<file path="src/itw_pkg.sv">
// itw_pkg: constants, register map, field layout and carrier structs
// for the interval timer and watchdog block.
// assumes: one 250 MHz clock, registers reached over an Avalon-MM slave.
package itw_pkg;

  // clock rate of the system clock, in MHz
  localparam int unsigned CLK_MHZ = 250;

  // register indices and their byte addresses (index times four)
  localparam logic [7:0] IDX_INTERVAL_TIMER_CONTROL = 8'h8B;
  localparam logic [7:0] IDX_INTERVAL_TIMER_COUNT   = 8'h8C;
  localparam logic [7:0] IDX_WATCHDOG_CONTROL       = 8'h8D;
  localparam logic [7:0] IDX_WATCHDOG_COUNT         = 8'h8E;
  localparam logic [9:0] ADDR_INTERVAL_TIMER_CONTROL = {IDX_INTERVAL_TIMER_CONTROL, 2'b00};
  localparam logic [9:0] ADDR_INTERVAL_TIMER_COUNT   = {IDX_INTERVAL_TIMER_COUNT, 2'b00};
  localparam logic [9:0] ADDR_WATCHDOG_CONTROL       = {IDX_WATCHDOG_CONTROL, 2'b00};
  localparam logic [9:0] ADDR_WATCHDOG_COUNT         = {IDX_WATCHDOG_COUNT, 2'b00};

  // interval_control field positions
  localparam int unsigned IC_FLAG_BIT   = 7;
  localparam int unsigned IC_CKSEL_LSB  = 5;
  localparam int unsigned IC_CLEAR_BIT  = 3;
  localparam int unsigned IC_OVFSEL_LSB = 0;

  // watchdog_control_reg field positions
  localparam int unsigned WC_EN_BIT    = 7;
  localparam int unsigned WC_RSMODE_BIT = 6;
  localparam int unsigned WC_CLEAR_BIT = 5;
  localparam int unsigned WC_CKSEL_BIT = 1;
  localparam int unsigned WC_FLAG_BIT  = 0;

  // reset values
  localparam logic [2:0] RST_OVFSEL = 3'h1;
  localparam logic [1:0] RST_CKSEL  = 2'h0;
  localparam logic [7:0] RST_PERIOD = 8'hFF;

  // prescaler width covers the largest divisor, 4096
  localparam int unsigned PRE_W = 12;
  localparam logic [PRE_W-1:0] DIV4096_MASK = 12'hFFF;
  localparam logic [PRE_W-1:0] DIV1024_MASK = 12'h3FF;
  localparam logic [PRE_W-1:0] DIV128_MASK  = 12'h07F;
  localparam logic [PRE_W-1:0] DIV16_MASK   = 12'h00F;

  // interval clock select encodings
  typedef enum logic [1:0] {
    CK_DIV4096 = 2'h0,
    CK_DIV1024 = 2'h1,
    CK_DIV128  = 2'h2,
    CK_DIV16   = 2'h3
  } itw_cksel_e;

  // avalon-mm request from the master
  typedef struct packed {
    logic        read;
    logic        write;
    logic [9:0]  address;
    logic [31:0] writedata;
    logic [3:0]  byteenable;
  } itw_avs_req_s;

  // state of the main module
  typedef struct packed {
    logic [PRE_W-1:0] pre;
    logic [7:0]       icnt;
    logic [1:0]       icksel;
    logic [2:0]       iovfsel;
    logic             iclr;
    logic             iflag;
    logic             stable;
    logic [7:0]       wcnt;
    logic [7:0]       wper;
    logic             wen;
    logic             wrsmode;
    logic             wclr;
    logic             wcksel;
    logic             wflag;
    logic             wrst;
    logic             wait_n;
    logic [31:0]      rdata;
  } itw_state_s;

  localparam itw_state_s ITW_RST = '{
    pre:     '0,
    icnt:    8'h00,
    icksel:  RST_CKSEL,
    iovfsel: RST_OVFSEL,
    iclr:    1'b0,
    iflag:   1'b0,
    stable:  1'b0,
    wcnt:    8'h00,
    wper:    RST_PERIOD,
    wen:     1'b0,
    wrsmode: 1'b0,
    wclr:    1'b0,
    wcksel:  1'b0,
    wflag:   1'b0,
    wrst:    1'b0,
    wait_n:  1'b0,
    rdata:   32'h0000_0000
  };

  // state of the oscillator tick synchroniser
  typedef struct packed {
    logic s1;
    logic s2;
    logic s3;
    logic tick;
  } itw_sync_s;

  localparam itw_sync_s ITW_SYNC_RST = '{s1: 1'b0, s2: 1'b0, s3: 1'b0, tick: 1'b0};

endpackage : itw_pkg

</file>
<file path="src/itw_rc_tick.sv">
// itw_rc_tick: brings the watchdog rc oscillator into the system clock
// domain and turns each rising edge into a one-cycle tick.
// assumes: the oscillator is much slower than i_clk (kHz against MHz).
`timescale 1ns/10ps
module itw_rc_tick (
  // clock and reset
  input  wire logic i_clk,
  input  wire logic i_arst_n,
  // oscillator level and gate
  input  wire logic i_rc_level,
  input  wire logic i_enable,
  // tick out
  output logic      o_tick
);

  itw_pkg::itw_sync_s st_r;
  itw_pkg::itw_sync_s st_nxt;

  // two flops before any logic; edge found between second and third
  always_comb
  begin
    st_nxt      = st_r;
    st_nxt.s1   = i_rc_level;
    st_nxt.s2   = st_r.s1;
    st_nxt.s3   = st_r.s2;
    st_nxt.tick = i_enable & st_r.s2 & ~st_r.s3;
  end

  // state register
  always_ff @(posedge i_clk or negedge i_arst_n)
  begin
    if (!i_arst_n)
      st_r <= itw_pkg::ITW_SYNC_RST;
    else
      st_r <= st_nxt;
  end

  assign o_tick = st_r.tick; // straight from a flop

endmodule : itw_rc_tick

</file>
<file path="src/itw_timer.sv">
// itw_timer: 8-bit free-running interval timer with prescaler and overflow
// tick, plus an 8-bit watchdog counter with period compare, interrupt flag
// and cpu reset request, all behind an Avalon-MM slave.
// assumes: acknowledge and stop-exit strobes come from logic on i_clk;
// the rc oscillator level is asynchronous and is synchronised here.
//
// Added by the designer: the Avalon-MM slave port.
`timescale 1ns/10ps

// Operation
// RULE_01: interval counter is 8 bits, counts freely, nothing stops it.
// RULE_02: writing one to interval clear zeroes counter; clear bit self-clears next cycle.
// RULE_03: interval clock select picks clock divided by 4096, 1024, 128 or 16.
// RULE_04: overflow select k overflows at counter bit k, period 2^(k+1); default one.
// RULE_05: interval flag sets on overflow; cleared by writing zero or acknowledge.
// RULE_06: interval timer gives stabilisation wait after power-on and after stop exit.
// RULE_07: watchdog counter advances on each interval overflow tick.
// RULE_08: watchdog clock select zero uses overflow tick; one enables and uses rc oscillator.
// RULE_09: watchdog has 8-bit counter and period; flag raised when they match.
// RULE_10: watchdog interval is overflow interval times period plus one.
// RULE_11: reset-mode bit 6 zero gives interrupts; one makes match reset the cpu.
// RULE_12: writing one to watchdog clear zeroes counter; clear bit self-clears next cycle. The code zeroes the counter only while watchdog enable is set.
// RULE_13: watchdog flag sets on event; cleared by writing zero or acknowledge.
// RULE_14: counter read and period write share one address; never load period zero.
// RULE_15: watchdog enable gates counting, flag setting and reset generation.
// RULE_16: after each match the watchdog counter returns to zero and keeps counting.
module itw_timer (
  // clock and reset
  input  wire logic                 i_clk,
  input  wire logic                 i_arst_n,
  // avalon-mm slave
  input  wire itw_pkg::itw_avs_req_s i_avs,
  output logic [31:0]               o_avs_readdata,
  output logic                      o_avs_waitrequest,
  // cpu side strobes
  input  wire logic                 i_interval_irq_ack,
  input  wire logic                 i_watchdog_irq_ack,
  input  wire logic                 i_stop_exit,
  // watchdog rc oscillator
  input  wire logic                 i_wdt_rc_level,
  output logic                      o_wdt_rc_enable,
  // events out
  output logic                      o_interval_irq,
  output logic                      o_watchdog_irq,
  output logic                      o_cpu_reset,
  output logic                      o_osc_stable
);

  itw_pkg::itw_state_s st_r;
  itw_pkg::itw_state_s st_nxt;

  logic                      rc_tick;
  logic [itw_pkg::PRE_W-1:0] pre_mask;
  logic                      pre_tick;
  logic [7:0]                ovf_mask;
  logic                      ovf_tick;
  logic                      wdt_tick;
  logic                      wdt_match;
  logic                      acc;
  logic                      acc_wr;
  logic                      acc_rd;
  logic [7:0]                wbyte;
  logic [7:0]                rbyte;
  logic                      hit_ic;
  logic                      hit_icnt;
  logic                      hit_wc;
  logic                      hit_wcnt;

  // rc oscillator runs only while selected, so its tick is gated here too
  itw_rc_tick u_rc_tick (
    .i_clk      (i_clk),
    .i_arst_n   (i_arst_n),
    .i_rc_level (i_wdt_rc_level),
    .i_enable   (st_r.wcksel),
    .o_tick     (rc_tick)
  );

  // prescaler divisor choice; a tick when the low bits are all ones
  always_comb
  begin
    case (itw_pkg::itw_cksel_e'(st_r.icksel))
      itw_pkg::CK_DIV4096: pre_mask = itw_pkg::DIV4096_MASK; // [RULE_03]
      itw_pkg::CK_DIV1024: pre_mask = itw_pkg::DIV1024_MASK; // [RULE_03]
      itw_pkg::CK_DIV128:  pre_mask = itw_pkg::DIV128_MASK;  // [RULE_03]
      default:             pre_mask = itw_pkg::DIV16_MASK;   // [RULE_03]
    endcase
  end

  assign pre_tick = ((st_r.pre & pre_mask) == pre_mask);

  // overflow at counter bit k: low k+1 bits all ones on an interval clock
  assign ovf_mask = 8'((9'h002 << st_r.iovfsel) - 9'h001);              // [RULE_04]
  assign ovf_tick = pre_tick && ((st_r.icnt & ovf_mask) == ovf_mask);   // [RULE_04]

  // watchdog clock source and compare
  assign wdt_tick  = st_r.wcksel ? rc_tick : ovf_tick;                  // [RULE_07] [RULE_08]
  assign wdt_match = st_r.wen && !st_r.wclr && wdt_tick
                     && (st_r.wcnt == st_r.wper);                       // [RULE_09] [RULE_10]

  // bus decode; an access completes on the cycle waitrequest is low
  assign acc    = (i_avs.read || i_avs.write) && st_r.wait_n;
  assign acc_wr = acc && i_avs.write && i_avs.byteenable[0];
  assign acc_rd = i_avs.read;
  assign wbyte  = i_avs.writedata[7:0];

  always_comb
  begin
    hit_ic   = 1'b0;
    hit_icnt = 1'b0;
    hit_wc   = 1'b0;
    hit_wcnt = 1'b0;
    if (i_avs.address == itw_pkg::ADDR_INTERVAL_TIMER_CONTROL)
      hit_ic = 1'b1;
    else if (i_avs.address == itw_pkg::ADDR_INTERVAL_TIMER_COUNT)
      hit_icnt = 1'b1;
    else if (i_avs.address == itw_pkg::ADDR_WATCHDOG_CONTROL)
      hit_wc = 1'b1;
    else if (i_avs.address == itw_pkg::ADDR_WATCHDOG_COUNT)
      hit_wcnt = 1'b1;
  end

  // read mux; unmapped addresses read as zero
  always_comb
  begin
    rbyte = 8'h00;
    if (hit_ic)
    begin
      rbyte[itw_pkg::IC_FLAG_BIT]                      = st_r.iflag;
      rbyte[itw_pkg::IC_CKSEL_LSB +: 2]                = st_r.icksel;
      rbyte[itw_pkg::IC_CLEAR_BIT]                     = st_r.iclr;
      rbyte[itw_pkg::IC_OVFSEL_LSB +: 3]               = st_r.iovfsel;
    end
    else if (hit_icnt)
      rbyte = st_r.icnt;
    else if (hit_wc)
    begin
      rbyte[itw_pkg::WC_EN_BIT]     = st_r.wen;
      rbyte[itw_pkg::WC_RSMODE_BIT] = st_r.wrsmode;
      rbyte[itw_pkg::WC_CLEAR_BIT]  = st_r.wclr;
      rbyte[itw_pkg::WC_CKSEL_BIT]  = st_r.wcksel;
      rbyte[itw_pkg::WC_FLAG_BIT]   = st_r.wflag;
    end
    else if (hit_wcnt)
      rbyte = st_r.wcnt; // the period register is write-only [RULE_14]
  end

  // next-state logic
  always_comb
  begin
    st_nxt = st_r;

    // one wait state per access: waitrequest low one cycle after the request
    st_nxt.wait_n = (i_avs.read || i_avs.write) && !st_r.wait_n;
    if (acc_rd && !st_r.wait_n)
      st_nxt.rdata = {24'h000000, rbyte};

    // prescaler and interval counter never stop
    st_nxt.pre = st_r.pre + 1'b1;                               // [RULE_01]
    if (pre_tick)
      st_nxt.icnt = st_r.icnt + 8'h01;                          // [RULE_01]

    // clear strobes live one cycle; the clear itself wins over counting
    st_nxt.iclr = 1'b0;                                         // [RULE_02]
    st_nxt.wclr = 1'b0;                                         // [RULE_12]
    if (st_r.iclr)
    begin
      st_nxt.icnt = 8'h00;                                      // [RULE_02]
      st_nxt.pre  = '0;
    end

    // stop exit restarts the count and drops the stable indication
    if (i_stop_exit)
    begin
      st_nxt.icnt   = 8'h00;                                    // [RULE_06]
      st_nxt.pre    = '0;
      st_nxt.stable = 1'b0;                                     // [RULE_06]
    end
    else if (ovf_tick)
      st_nxt.stable = 1'b1;                                     // [RULE_06]

    // interval flag: ack or write of zero clears, a new overflow wins
    if (i_interval_irq_ack)
      st_nxt.iflag = 1'b0;                                      // [RULE_05]

    // watchdog counter, gated by enable; reset-mode pulse lasts one cycle
    st_nxt.wrst = 1'b0;
    if (st_r.wen)                                               // [RULE_15]
    begin
      if (st_r.wclr)
        st_nxt.wcnt = 8'h00;                                    // [RULE_12]
      else if (wdt_match)
        st_nxt.wcnt = 8'h00;                                    // [RULE_16]
      else if (wdt_tick)
        st_nxt.wcnt = st_r.wcnt + 8'h01;                        // [RULE_07]
    end
    if (wdt_match && st_r.wrsmode)
      st_nxt.wrst = 1'b1;                                       // [RULE_11]

    if (i_watchdog_irq_ack)
      st_nxt.wflag = 1'b0;                                      // [RULE_13]

    // register writes
    if (acc_wr)
    begin
      if (hit_ic)
      begin
        if (!wbyte[itw_pkg::IC_FLAG_BIT])
          st_nxt.iflag = 1'b0;                                  // [RULE_05]
        st_nxt.icksel  = wbyte[itw_pkg::IC_CKSEL_LSB +: 2];     // [RULE_03]
        st_nxt.iovfsel = wbyte[itw_pkg::IC_OVFSEL_LSB +: 3];    // [RULE_04]
        st_nxt.iclr    = wbyte[itw_pkg::IC_CLEAR_BIT];          // [RULE_02]
      end
      else if (hit_wc)
      begin
        if (!wbyte[itw_pkg::WC_FLAG_BIT])
          st_nxt.wflag = 1'b0;                                  // [RULE_13]
        st_nxt.wen     = wbyte[itw_pkg::WC_EN_BIT];             // [RULE_15]
        st_nxt.wrsmode = wbyte[itw_pkg::WC_RSMODE_BIT];         // [RULE_11]
        st_nxt.wclr    = wbyte[itw_pkg::WC_CLEAR_BIT];          // [RULE_12]
        st_nxt.wcksel  = wbyte[itw_pkg::WC_CKSEL_BIT];          // [RULE_08]
      end
      else if (hit_wcnt)
        st_nxt.wper = wbyte;                                    // [RULE_14]
    end

    // sets last so an event in the clearing cycle is not lost
    if (ovf_tick)
      st_nxt.iflag = 1'b1;                                      // [RULE_05]
    if (wdt_match)
      st_nxt.wflag = 1'b1;                                      // [RULE_09] [RULE_13]
  end

  // state register
  always_ff @(posedge i_clk or negedge i_arst_n)
  begin
    if (!i_arst_n)
      st_r <= itw_pkg::ITW_RST;
    else
      st_r <= st_nxt;
  end

  // outputs straight from flops
  assign o_avs_readdata    = st_r.rdata;
  assign o_avs_waitrequest = ~st_r.wait_n;
  assign o_interval_irq    = st_r.iflag;
  assign o_watchdog_irq    = st_r.wflag;   // flag stands in either mode [RULE_11]
  assign o_cpu_reset       = st_r.wrst;
  assign o_osc_stable      = st_r.stable;
  assign o_wdt_rc_enable   = st_r.wcksel;  // [RULE_08]

endmodule : itw_timer

</file>
<file path="config.mk">
export PLATFORM = sky130hd
export DESIGN_NAME = itw_timer
export DESIGN_NICKNAME = d
export VERILOG_FILES = /design/src/itw_pkg.sv /design/src/itw_rc_tick.sv /design/src/itw_timer.sv
export SDC_FILE = /design/constraint.sdc
export NUM_CORES = 1
export LEC_CHECK = 0
export ABC_AREA = 1
export BUFFER_PORTS_ARGS = -buffer_cell sky130_fd_sc_hd__buf_4
export CAP_MARGIN = 15
export CORE_MARGIN = 2
export CORE_UTILIZATION = 30
export CTS_BUF_LIST = sky130_fd_sc_hd__clkbuf_16
export DETAILED_ROUTE_END_ITERATION = 6
export PLACE_DENSITY = 0.6
export SYNTH_ARGS = -nofsm -noshare
export SYNTH_HDL_FRONTEND = slang
export SYNTH_HIERARCHICAL = 1
export SYNTH_SLANG_ARGS = --single-unit
</file>
<file path="constraint.sdc">
create_clock -name i_clk -period 1.9 [get_ports i_clk]
set_clock_uncertainty 0.15 [all_clocks]
set_input_delay 0.38 -clock i_clk [delete_from_list [all_inputs] [get_ports i_clk]]
set_output_delay 0.38 -clock i_clk [all_outputs]
set_load 0.03 [all_outputs]
</file>
; ---- Word-level counts from Yosys, hierarchy flattened
; Index checks and enable logic that the tools add are counted.
[word_totals]
ff_bits = 63
output_inout_bits = 38
word_cells = 104
in_bits = 54
[op_classes]
n_bitwise = 8
n_addsub = 4
n_mux = 40
reduce_logical = 21
shift = 1
n_eq_ne = 9
[op_table]
columns = operator, n
row1 = 8-bit 2-to-1 mux, 6
row2 = 10-bit equality test (second input constant), 4
row3 = 20-bit 2-to-1 mux, 2
row4 = 12-bit one-hot mux with 3 select lines, 1
row5 = 1-bit 2-to-1 mux, 21
row6 = 3-bit 2-to-1 mux, 6
row7 = 8-bit by 1-bit adder with 8-bit output (second input constant), 2
row8 = 8-bit equality test, 2
row9 = 12-bit by 1-bit adder with 12-bit output (second input constant), 1
row10 = 12-bit AND, 1
row11 = 12-bit equality test, 1
row12 = 1-bit logical AND, 10
row13 = 8-bit AND, 1
row14 = 2-bit by 3-bit left shift with 8-bit output (first input constant), 1
row15 = 8-bit by 1-bit subtractor with 8-bit output (second input constant), 1
row16 = 2-bit 2-to-1 mux, 3
row17 = 3-bit nonzero test, 2
row18 = 4-bit 2-to-1 mux, 1
row19 = 1-bit NOT, 4
row20 = 2-bit AND reduction, 2
row21 = 4-bit AND reduction, 1
row22 = 3-bit AND reduction, 1
row23 = 1-bit AND, 2
row24 = 2-bit by 1-bit equality test with 1-bit output (second input constant), 1
row25 = other kinds (5), 6

; ---- Depth between registers and ports, before layout
[logic_depth]
word_depth = 10
depth_mapped = 12
depth_no_buf = 12

; ---- By module
; The synthesis kept the hierarchy.
[modules_own_cells]
columns = mod, seq_area_each_um2, n_inst, cells_per_inst, area_per_inst_um2
row1 = itw_timer, 1487.7, 1, 443, 3533.4
row2 = itw_rc_tick, 100.1, 1, 6, 110.1

; ---- Worst setup path after synthesis
; Ideal clock, no wire load.
[synth_timing]
path_kind = register -> register
from = register st_r[71] in the netlist's numbering
to = register st_r[50] in the netlist's numbering
stages_incl_launch_ff = 13
period_less_slack_ns = 1.550
n_path_buf = 0
setup_slack_ns = 0.350
t_required_ns = 1.631
setup_ns = 0.119
arrival_ns = 1.281
path_cell_list = dfrtp_1 ha_1 nand2_1 inv_1 nand2_2 nor2_4 nand2_2 nand2_2 nand3_2 nand2_2 nand2_4 nand3_1 nand2_1
[synth_between]
elab_chain_cells = 8
word_cells_on_any_way = 10
classes_between = 1 x eq/ne / 3 x mux / 1 x bitwise / 5 x reduce/logical
[synth_rtl]
columns = element, line
row1 = "start, declared", itw_timer.sv:49  ; itw_pkg::itw_state_s st_r;
row2 = "start signal, assigned", itw_timer.sv:237  ; st_r <= itw_pkg::ITW_RST;
row3 = "start signal, assigned", itw_timer.sv:239  ; st_r <= st_nxt;
row4 = 12-bit AND *, itw_timer.sv:89  ; assign pre_tick = ((st_r.pre & pre_mask) == pre_mask);
row5 = 12-bit equality test *, itw_timer.sv:89
row6 = 1-bit logical AND *, itw_timer.sv:93  ; assign ovf_tick = pre_tick && ((st_r.icnt & ovf_mask) == ovf_mask);
row7 = 1-bit 2-to-1 mux *, itw_timer.sv:96  ; assign wdt_tick = st_r.wcksel ? rc_tick : ovf_tick;
row8 = 1-bit logical AND, itw_timer.sv:97  ; assign wdt_match = st_r.wen && !st_r.wclr && wdt_tick
row9 = 1-bit logical AND, itw_timer.sv:98  ; && (st_r.wcnt == st_r.wper);
row10 = 3-bit nonzero test (no line) / 8-bit 2-to-1 mux (equally long branches), -
row11 = 2-bit AND reduction (no line) / 8-bit 2-to-1 mux (equally long branches), -
; Mark *: on every way between the ends. The rest lies on a longest branch, timed or not.
; A chain may end at the register's enable or synchronous reset.

; ---- Worst setup path after layout
[layout_timing]
from = register st_r[71] in the netlist's numbering
to = register st_r[54] in the netlist's numbering
; Same word-level chain as after synthesis.

==> metrics.txt <==
status=complete, no violations; Max FO, Critical Path=8; ys flop type=dfrtp_1; num rows=40; Starting DRT DRC Count=77; VDD IR max=around 0.43 mV; CTS Root Buffer Type=clkbuf_16; final core occ=0.365; Setup TNS=0 ns; Final setup viols=0; Seq/Total Area, Yosys=0.436; Post-Syn Instances=around 450; post-route ant nets=0; Pwr per Cell Area=between 700 and 800 nW/um2; max-cap viol count=0; Worst Hold Depth=2; wire per inst=approximately 13 um; Fmax=between 0.5 and 0.6 GHz; num ports=92; cell-internal power=around 2.6 mW; final slew viol count=0; Initial Utilization=0.306; Die H=around 110 um; Mapped Area=around 3600 um2; Detailed Route WL=slightly above 8 mm; Area after DPL=4000 um2; NetSw=about 0.8 mW; EDFF count, synth=0; TritonCTS clock tree=built; post-synthesis register bit count=63; Comb power frac=0.069; Fill cells=approximately 1200; CTS buffer count=9; YS warnings=6; drt first pass iters=4; clk_lat worst skew=0.33 ns; most common cell after layout, fill and taps aside=nand2_1; CORE AREA=11900 um2; Post-DP HPWL=6.32 mm; largest net degree at the start of global routing=34; Residual DRC=0; most frequent cells in the layout=nand2_1, inv_1, dfrtp_1, buf_4, nor2_1; layout cell share with drive strength beyond 1=0.235; WP data arrival=about 1.8 ns; RR Startpoint=st_r[71]; Req. time, crit path=1.97 ns; RSZ-0062 raised after global routing=false; FF-to-FF End=st_r[54]; mean post-synth cell area=between 8 and 9 um2; Hold Path End=o_osc_stable; H-tree level count=3; total congestion overflow=0; port buffer count=40; nets@finish=554; vias in the first global route=approximately 2900; Final Hold Viols=0; critical setup path kind=reg2reg; min Tclk post-route=roughly 1.8 ns; period utilization=0.932; RD Place Congestion=~0.85; Switching Share=0.237; Via density=between 4 and 5; min-delay src=i_stop_exit; r2r setup slk=0.13 ns; P_leak=between 2 and 2.5 nW; Reg area=~1600 um2; crit path launch=st_r[71]; Worst Hold Class=in2reg; Worst-path clk slew=0.06 ns; Critical Path Source Type=flip-flop; all-layer global routing usage=0.136; Reg power frac=0.405; reg2reg path depth=12; area of the multi-input gates=around 1600 um2; vias=2972; die area=between 10000 and 15000 um2; Die W=114 um; first-pass GRT wire length=roughly 14 mm; clock sinks=63; clock power share=0.526; Bufs on Longest Clock Path=2; Design Area, Final=roughly 4400 um2; P&R area growth vs syn=19.4%; antenna violations before repair=0; asr flop ratio synth=1.00; crit path capture type=flip-flop; Inserted Diodes=0; Cell variety after synth=36
==> synthesized netlist by cell type, types with 5 or more instances <==
cell type | instances | share of area
nor3_1 | 8 | 0.011
xor2_1 | 13 | 0.031
inv_1 | 58 | 0.060
o21ai_0 | 27 | 0.037
o21ai_2 | 7 | 0.017
a21oi_1 | 20 | 0.027
nand2_2 | 9 | 0.015
nor2_1 | 34 | 0.035
buf_4 | 32 | 0.066
dfstp_2 | 9 | 0.065
nand3_1 | 25 | 0.034
o21ai_1 | 8 | 0.011
dfrtp_1 | 54 | 0.37
nor2_2 | 7 | 0.012
nand4_1 | 10 | 0.017
nand2_1 | 89 | 0.092
nand3_2 | 5 | 0.014
==> logic make-up after synthesis <==
logic type	share of synthesized area
AO/OA/AOI/OAI	0.104
XOR/XNOR	0.0361
adder cells (fa/ha/maj)	0.0103
buffers and inverters	0.141
flip-flops	0.436
other	0.00103
AND/OR/NAND/NOR	0.272
==> final cells by class <==
| cell class | instances | share of cell area |
|---|---|---|
| clock buffer | 9 | 0.0518 |
| clock inverter | 7 | 0.0221 |
| inverter | 62 | 0.0538 |
| multi-input combinational | 311 | 0.375 |
| sequential | 63 | 0.365 |
| tap | 147 | 0.0423 |
| timing repair buffer | 50 | 0.0903 |
==> per-stage QoR <==
stage	power (mW)	hold WS [ns]	setup WS, ns	cells
2_1_floorplan	1.55	-0.0656	0.350	472
3_3_place_gp	1.62	0.185	0.160	630
3_5_place_dp	1.62	0.185	0.149	630
4_1_cts	3.41	0.00200	0.137	647
5_1_grt	3.50	0.0832	0.00224	649
6_report	3.37	0.0850	0.129	649
==> registers in the layout (all words and copies together) (netlist names) <==
| name | cells |
|---|---|
| o_avs_readdata | 8 |
| o_cpu_reset | 1 |
| o_interval_irq | 1 |
| o_watchdog_irq | 1 |
| o_osc_stable | 1 |
| st_r | 46 |
| u_rc_tick/st_r | 1 |
| u_rc_tick/st_nxt | 2 |
| u_rc_tick/o_tick | 1 |
| o_wdt_rc_enable | 1 |
==> layer usage <==
layer / vias to the layer above / GRT usage / share of wire
li1: 1492 / - / -
met1: 1411 / 0.183 / 0.48
met2: 61 / 0.216 / 0.47
met3: 8 / 0.0259 / 0.036
met4: 0 / 0.0537 / 0.016
met5: - / 0 / 0
==> worst max-delay path: stages, from the launching register on <==
cell,delay (ns)
dfrtp_1,0.37
ha_1,0.17
nand2_1,0.10
inv_2,0.07
nand2_2,0.07
nor2_4,0.15
nand2_2,0.07
nand2_2,0.10
nand3_2,0.09
nand2_2,0.08
nand2_4,0.09
nand3_1,0.09
nand2_1,0.06
==> worst max path at each step <==
stage,to
floorplan,st_r[50]
global placement,o_watchdog_irq
detailed placement,o_watchdog_irq
CTS,st_r[54]
global route,st_r[54]
finish,st_r[54]
==> power by group through the flow <==
stage	logic, mW	registers [mW]	clock network [mW]
floorplan	0.166	1.39	0
global route	0.258	1.37	1.88
finish	0.233	1.37	1.77
global placement	0.229	1.39	0
detailed placement	0.233	1.39	0
CTS	0.235	1.36	1.81
==> repair_timing <==
item,CTS,global route
endpoints found under the hold margin,23,1
hold buffers,1,1
setup endpoints to repair,0,2
resized for setup,0,2
buffers inserted,0,1
No activity file was read; power rests on OpenSTA's default activity.
